<file path="src/tcc_params.svh">
`ifndef TCC_PARAMS_SVH
`define TCC_PARAMS_SVH
`define TCC_CAL_CFG_ADDR 8'h88
`define TCC_CAL_CFG_RESET 8'h00
`define TCC_BIT_FORCE_RECAL 3
`define TCC_BIT_MODE_HI 2
`define TCC_BIT_MODE_LO 1
`define TCC_BIT_SOFT_RESET 0
`define TCC_SOFT_RESET_CYCLES 4
`endif

</file>
<file path="src/tcc_pkg.sv">
package tcc_pkg;
	typedef enum logic [1:0] {
		TCC_MODE_AUTO = 2'h0,
		TCC_MODE_NOREF = 2'h1,
		TCC_MODE_REF = 2'h2,
		TCC_MODE_INVALID = 2'h3
	} tcc_osc_mode_t;
	typedef enum logic [2:0] {
		TCC_CAL_IDLE = 3'h1,
		TCC_CAL_ARM = 3'h2,
		TCC_CAL_WAIT = 3'h4
	} tcc_cal_state_t;
endpackage

</file>
<file path="src/tcc_sync.sv">
`timescale 1ns/1ps
`default_nettype none
module tcc_sync #(
	parameter int WIDTH = 1
) (
	input wire logic clk,
	input wire logic resetn,
	input wire logic [WIDTH-1:0] din,
	output logic [WIDTH-1:0] dout
);
	logic [WIDTH-1:0] stage1;
	initial begin
		if (WIDTH < 1) $error("tcc_sync width must be at least one");
	end
	always_ff @(posedge clk or negedge resetn) begin
		if (!resetn) begin
			stage1 <= '0;
			dout <= '0;
		end else begin
			stage1 <= din;
			dout <= stage1;
		end
	end
endmodule
`default_nettype wire

</file>
<file path="src/tcc_tx_cal_ctrl.sv">
`timescale 1ns/1ps
`default_nettype none
`include "tcc_params.svh"
module tcc_tx_cal_ctrl
	import tcc_pkg::*;
#(
	parameter int SOFT_RESET_CYCLES = `TCC_SOFT_RESET_CYCLES
) (
	// clock and power-on reset
	input wire logic ref_clk,
	input wire logic resetn,
	// register port from the serial control logic
	input wire logic [7:0] regAddr,
	input wire logic regWrite,
	input wire logic regRead,
	input wire logic [7:0] regWdata,
	output logic [7:0] regRdata,
	output logic regRdValid,
	// timing mode from the transmit configuration logic
	input wire logic [2:0] timingSourceMode,
	// analog side status
	input wire logic refClkPresent,
	input wire logic calDone,
	// controls to calibration and transmit logic
	output logic calStart,
	output logic oscCenterOnRef,
	output logic oscSweepFull,
	output logic txLockLossForce,
	output logic txRegReset
);
	initial begin
		if (SOFT_RESET_CYCLES < 1 || SOFT_RESET_CYCLES > 255)
			$error("SOFT_RESET_CYCLES must be 1 to 255");
		// the write decode takes its fields from these positions
		if (`TCC_BIT_MODE_HI != `TCC_BIT_MODE_LO + 1)
			$error("mode field must be two adjacent bits");
		if (`TCC_BIT_FORCE_RECAL > 7 || `TCC_BIT_SOFT_RESET > 7)
			$error("control bits must lie inside the register");
	end

	logic refPresentS;
	logic calDoneS;
	tcc_sync #(.WIDTH(2)) u_sync (
		.clk(ref_clk),
		.resetn(resetn),
		.din({refClkPresent, calDone}),
		.dout({refPresentS, calDoneS})
	);

	tcc_osc_mode_t oscCalMode;
	tcc_cal_state_t calState;
	tcc_cal_state_t next_calState;
	logic softResetBusy;
	logic [7:0] softResetCount;
	logic [2:0] lastTimingMode;
	// timing change that arrived while a calibration was running
	logic recalPending;

	wire logic hit = (regAddr == `TCC_CAL_CFG_ADDR);
	wire logic wrHit = regWrite && hit;
	wire logic swForce = wrHit && regWdata[`TCC_BIT_FORCE_RECAL];
	wire logic tx_soft_reset = wrHit && regWdata[`TCC_BIT_SOFT_RESET];
	// timing mode change recalibrates without software
	wire logic autoRecal = (timingSourceMode != lastTimingMode);
	// a software force while busy is dropped; a pending timing change is not
	wire logic recalReq = (swForce || autoRecal || recalPending) && !tx_soft_reset && !softResetBusy;
	wire logic calBusy = (calState != TCC_CAL_IDLE);
	wire tcc_osc_mode_t wrMode = tcc_osc_mode_t'(regWdata[`TCC_BIT_MODE_HI:`TCC_BIT_MODE_LO]);
	// busy bits read as one until their work is done
	wire logic rdForce = calBusy;
	wire logic rdSoft = softResetBusy;
	// upper nibble is reserved and always reads zero
	wire logic [7:0] readValue = {4'h0, rdForce, oscCalMode, rdSoft};
	wire logic [7:0] next_regRdata = (regRead && hit) ? readValue : 8'h00;
	wire logic armNext = (next_calState == TCC_CAL_ARM);
	// last cycle of the soft reset window
	wire logic softResetDone = softResetBusy && (softResetCount == 8'h00);

	// mode decode; reference sensing only matters in auto mode
	// result bits: centre, sweep, lock-loss force
	function automatic logic [2:0] oscDecode(input tcc_osc_mode_t mode, input logic refSeen);
		logic [2:0] res;
		res = 3'h0;
		unique case (mode)
			TCC_MODE_AUTO: res = refSeen ? 3'h4 : 3'h2;
			TCC_MODE_NOREF: res = 3'h2;
			TCC_MODE_REF: res = 3'h4;
			TCC_MODE_INVALID: res = 3'h1;
		endcase
		return res;
	endfunction

	wire logic [2:0] oscCtl = oscDecode(oscCalMode, refPresentS);
	wire logic modeCenter = oscCtl[2];
	wire logic modeSweep = oscCtl[1];
	wire logic modeInvalid = oscCtl[0];

	// calibration sequencer: arm until the circuits drop done, then wait for it
	always_comb begin
		next_calState = calState;
		unique case (calState)
			TCC_CAL_IDLE: begin
				if (recalReq) next_calState = TCC_CAL_ARM;
			end
			TCC_CAL_ARM: begin
				if (!calDoneS) next_calState = TCC_CAL_WAIT;
			end
			TCC_CAL_WAIT: begin
				if (calDoneS) next_calState = TCC_CAL_IDLE;
			end
			default: next_calState = TCC_CAL_IDLE;
		endcase
		// soft reset returns the force bit to zero with everything else
		if (tx_soft_reset || softResetBusy) next_calState = TCC_CAL_IDLE;
	end

	always_ff @(posedge ref_clk or negedge resetn) begin
		if (!resetn) begin
			calState <= TCC_CAL_IDLE;
		end else begin
			calState <= next_calState;
		end
	end

	// start level toward the calibration circuits lasts while armed
	always_ff @(posedge ref_clk or negedge resetn) begin
		if (!resetn) begin
			calStart <= 1'b0;
		end else begin
			calStart <= armNext;
		end
	end

	// timing mode is sampled so a change is seen exactly once
	always_ff @(posedge ref_clk or negedge resetn) begin
		if (!resetn) begin
			lastTimingMode <= 3'h0;
		end else begin
			lastTimingMode <= timingSourceMode;
		end
	end

	// a timing change seen mid calibration is kept and served afterwards,
	// otherwise its one-cycle pulse would be lost while the sequencer is busy
	always_ff @(posedge ref_clk or negedge resetn) begin
		if (!resetn) begin
			recalPending <= 1'b0;
		end else if (tx_soft_reset || softResetBusy) begin
			recalPending <= 1'b0;
		end else if (autoRecal && calBusy) begin
			recalPending <= 1'b1;
		end else if (!calBusy) begin
			recalPending <= 1'b0;
		end
	end

	// mode field; a recalibration leaves it untouched
	always_ff @(posedge ref_clk or negedge resetn) begin
		if (!resetn) begin
			oscCalMode <= TCC_MODE_AUTO;
		end else if (tx_soft_reset || softResetBusy) begin
			oscCalMode <= TCC_MODE_AUTO;
		end else if (wrHit) begin
			oscCalMode <= wrMode;
		end
	end

	// soft reset holds the transmit register reset for a fixed time
	always_ff @(posedge ref_clk or negedge resetn) begin
		if (!resetn) begin
			softResetBusy <= 1'b0;
			softResetCount <= 8'h00;
			txRegReset <= 1'b0;
		end else if (tx_soft_reset && !softResetBusy) begin
			softResetBusy <= 1'b1;
			softResetCount <= 8'(SOFT_RESET_CYCLES - 1);
			txRegReset <= 1'b1;
		end else if (softResetBusy) begin
			if (softResetDone) begin
				softResetBusy <= 1'b0;
				txRegReset <= 1'b0;
			end else begin
				softResetCount <= softResetCount - 8'h01;
			end
		end
	end

	// registered outputs toward the oscillator
	// both low only in the invalid mode
	always_ff @(posedge ref_clk or negedge resetn) begin
		if (!resetn) begin
			oscCenterOnRef <= 1'b0;
			oscSweepFull <= 1'b0;
		end else begin
			oscCenterOnRef <= modeCenter;
			oscSweepFull <= modeSweep;
		end
	end

	// lock loss stays forced for as long as the invalid code is held
	always_ff @(posedge ref_clk or negedge resetn) begin
		if (!resetn) begin
			txLockLossForce <= 1'b0;
		end else begin
			txLockLossForce <= modeInvalid;
		end
	end

	// read port: every read is answered, but only this register returns data; other addresses read zero
	always_ff @(posedge ref_clk or negedge resetn) begin
		if (!resetn) begin
			regRdata <= `TCC_CAL_CFG_RESET;
			regRdValid <= 1'b0;
		end else begin
			regRdValid <= regRead;
			regRdata <= next_regRdata;
		end
	end
endmodule
`default_nettype wire

</file>
<file path="config.mk">
export PLATFORM = sky130hd
export DESIGN_NAME = tcc_tx_cal_ctrl
export DESIGN_NICKNAME = d
export VERILOG_FILES = /design/src/tcc_pkg.sv /design/src/tcc_sync.sv /design/src/tcc_tx_cal_ctrl.sv
export VERILOG_INCLUDE_DIRS = /design/src
export SDC_FILE = /design/constraint.sdc
export NUM_CORES = 1
export LEC_CHECK = 0
export ABC_AREA = 1
export BUFFER_PORTS_ARGS = -buffer_cell sky130_fd_sc_hd__buf_2
export CELL_PAD_IN_SITES_DETAIL_PLACEMENT = 0
export CELL_PAD_IN_SITES_GLOBAL_PLACEMENT = 1
export CORE_ASPECT_RATIO = 1.5
export CORE_UTILIZATION = 41
export CTS_CLUSTER_DIAMETER = 120
export DETAILED_ROUTE_END_ITERATION = 8
export GPL_TIMING_DRIVEN = 0
export PLACE_DENSITY_LB_ADDON = 0.1
export SYNTH_ARGS = -nofsm -noshare
export SYNTH_HDL_FRONTEND = slang
export SYNTH_SLANG_ARGS = --single-unit
</file>
<file path="constraint.sdc">
create_clock -name ref_clk -period 2.2 [get_ports ref_clk]
set_input_delay 0.11 -clock ref_clk [delete_from_list [all_inputs] [get_ports ref_clk]]
set_output_delay 0.11 -clock ref_clk [all_outputs]
set_load 0.02 [all_outputs]
</file>
==> metrics.md <==
| Metric | Value |
|---|---|
| I/O pins | `39` |
| I/O Buffers | `30` |
| Pin count of the biggest net entering global routing | `33` |
| RSZ-0062 raised after global routing | `false` |
| Placed inst area | `1652 µm²` |
| Clock slew at reported path FFs | `0.07 ns` |
| ANT cells | `0` |
| FMAX | `588.4 MHz` |
| WP data required | `2.37 ns` |
| Drt via density | `~4.5` |
| Post-Syn Area | `1438 µm²` |
| Die H | `~75 µm` |
| Clk_lat worst skew | `0.28 ns` |
| Die area | `3752 µm²` |
| Crit. Startpoint | `softResetCount[0]` |
| Count of final hold-check violations | `0` |
| Synth-to-layout area growth | `27.50%` |
| All-Layer GR Usage | `0.1623` |
| Via count | `1105` |
| Max-slew headroom | `0.5347` |
| Post-Route WL | `between 2000 and 3000 µm` |
| Pint | `1.262 mW` |
| Synth warn | `0` |
| # DRC | `1` |
| Synth cell types | `23` |
| Gpl congestion | `0.7722` |
| Final Skew | `between 0.009 and 0.01 ns` |
| Number of CTS-inserted buffers | `5` |
| R2r startpoint | `softResetCount[0]` |
| First-pass GRT wire length | `4374 µm` |
| Total power | `1.840 mW` |
| Wire per inst | `10.50 µm` |
| Sequential Power Share | `0.422` |
| Final ANT Viol Nets | `0` |
| Tmin final | `1.699 ns` |
| Worst setup EP type | `flop` |
| Initial antenna violation count | `0` |
| Min Hold Slack | `0.06904 ns` |
| Fin nets | `229` |
| CTS tree | `done` |
| Layout Utilization | `0.5418` |
| Peak VDD IR | `0.5486 mV` |
| # Max-Cap Violations | `0` |
| CP endpoint | `softResetCount[7]` |
| Grt met2 use | `0.3111` |
| Syn_area_per_cell | `9.216 µm²` |
| Htree depth | `2` |
| Reg-to-reg endpoint | `softResetCount[7]` |
| Crit share post-route | `0.7725` |
| Initial DRC count | `11` |
| Final setup margin | `0.5005 ns` |
| Postcts setup bufs | `0` |
| Psw | `0.5774 mW` |
| Min-delay worst type | `input pin to flop` |
| Starting Density | `0.4249` |
| Cells after Synth | `156` |
| Busiest grt layer | `met2` |
| Power per cell area | `1004 nW/µm²` |
| Max Slew Vio Count | `0` |
| CP arrival | `1.87 ns` |
| Drt pass-1 iters | `6` |
| Post-synthesis sequential area ratio | `0.5579` |
| Final instance area | `1833 µm²` |
| Grt met1 use | `0.1468` |
| Worst r2r path cells | `10` |
| Post-Layout Cell Count | `246` |
| R2R setup slack | `0.50 ns` |
| Comb pwr share | `0.280` |
| Post-DP HPWL | `between 1500 and 2000 µm` |
| Worst setup SP type | `flop` |
| Met3 Resource Use GR | `0.05521` |
| Lkg Pwr | `0.9696 nW` |
| Global route overflow | `0` |
| Worst-Margin Slew | `0.6979 ns` |
| Total negative setup slack | `0 ns` |
| Die X-Extent | `50.35 µm` |
| Root buffer cell | `clkbuf_8` |
| Clock Sinks | `32` |
| Std-Cell Rows | `26` |
| Cell total after placement | `roughly 230` |
| Number of synthesized register bits | `32` |
| Failing checks | `design-rule violations` |
| Final setup vio count | `0` |
| Clk pwr share | `0.298` |
| Max Root-Sink Buffers | `2` |
| Core ar. | `between 3000 and 4000 µm²` |
| Pre-CTS setup slack | `between 0.4 and 0.5 ns` |
| Worst setup path category | `flop to flop` |
| Status | `finished with violations` |
| Sw Ratio | `0.3139` |
| Ratio of cells with drive above 1 in the final layout | `0.2647` |
| Vias in the first global route | `around 1100` |
| Worst-path maximum fanout | `10` |
[critical path: stages (launching register included)]
cell and delay [ns]:
dfrtp_1 0.36, inv_1 0.15, ha_1 0.23, inv_1 0.05, nor2_1 0.13, nand4_1 0.14
nand2_1 0.15, nand2_4 0.10, buf_12 0.15, nand3_1 0.08, nand2_1 0.05
[sequential cells by signal, summed over array words and instances, names as in the netlist, 2 cells and up]
signal / count
softResetCount: 8
oscCalMode: 2
lastTimingMode: 3
calState: 3
u_sync.stage1: 2
u_sync.dout: 2
regRdata: 4
[what timing repair did]
action / CTS / global route
resized for setup: 0 / 0
hold buffers: 7 / 0
hold endpoints to repair: 37 / 0
[placed cells by master (no fill, tap or decap), types with 5 or more instances in the layout]
cell	Yosys	layout
clkbuf_8	0	5
dlygate4sd3_1	0	7
nand3_1	14	14
o21ai_0	7	7
buf_2	0	30
nand2_1	24	24
dfrtp_1	31	31
inv_1	27	27
nor2_1	17	17
xor2_1	5	5
[cell type report]
type / count / area (µm²)
Fill cell: 319 / 1550
Sequential cell: 32 / 802.0
Multi-Input combinational cell: 95 / 495.5
Timing Repair Buffer: 37 / 220.2
Inverter: 27 / 101.3
Clock buffer: 5 / 68.82
Tap cell: 42 / 52.55
Buffer: 5 / 50.05
Clock inverter: 3 / 42.54
[Yosys cell counts (all sizes together)]
cell / number / share of area
dfrtp: 31 / 0.54
inv: 27 / 0.070
nand2: 26 / 0.078
nor2: 20 / 0.061
nand3: 15 / 0.056
o21ai: 8 / 0.030
buf: 5 / 0.035
xor2: 5 / 0.030
a21oi: 4 / 0.014
nand4: 4 / 0.017
nor3: 4 / 0.017
or2: 2 / 0.0087
xnor2: 2 / 0.012
conb: 1 / 0.0026
dfstp: 1 / 0.018
ha: 1 / 0.0087
[power by group through the flow]
stage	sequential, mW	clock [mW]	combinational (mW)
floorplan	0.791	0	0.386
global placement	0.785	0	0.502
detailed placement	0.787	0	0.515
CTS	0.777	0.562	0.526
global route	0.789	0.584	0.596
finish	0.776	0.549	0.515
[how the worst min path moves through the flow]
stage	from	end	slack, ns	cells past startpoint
2_1_floorplan	resetn	calStart	-0.19	0
3_3_place_gp	resetn	lastTimingMode[0]	0.20	1
3_5_place_dp	resetn	lastTimingMode[0]	0.21	1
4_1_cts	regWdata[1]	oscCalMode[0]	0.06	3
5_1_grt	regWdata[2]	oscCalMode[1]	0.1	3
6_report	regWdata[2]	oscCalMode[1]	0.07	3
[kinds of logic after synthesis]
group                    synth area share
adder cells (fa/ha/maj)          0.008702
other                            0.002608
flip-flops                         0.5579
AO/OA/AOI/OAI                     0.04439
XOR/XNOR                          0.04265
AND/OR/NAND/NOR                    0.2385
buffers and inverters              0.1053
[routing by layer]
metal | wire length (µm) | share of wire
met3 | 90 | 0.035
met2 | 1447 | 0.56
met4 | 42 | 0.016
met5 | 0 | 0
met1 | 1003 | 0.39
(Power assumes the default switching activity.)
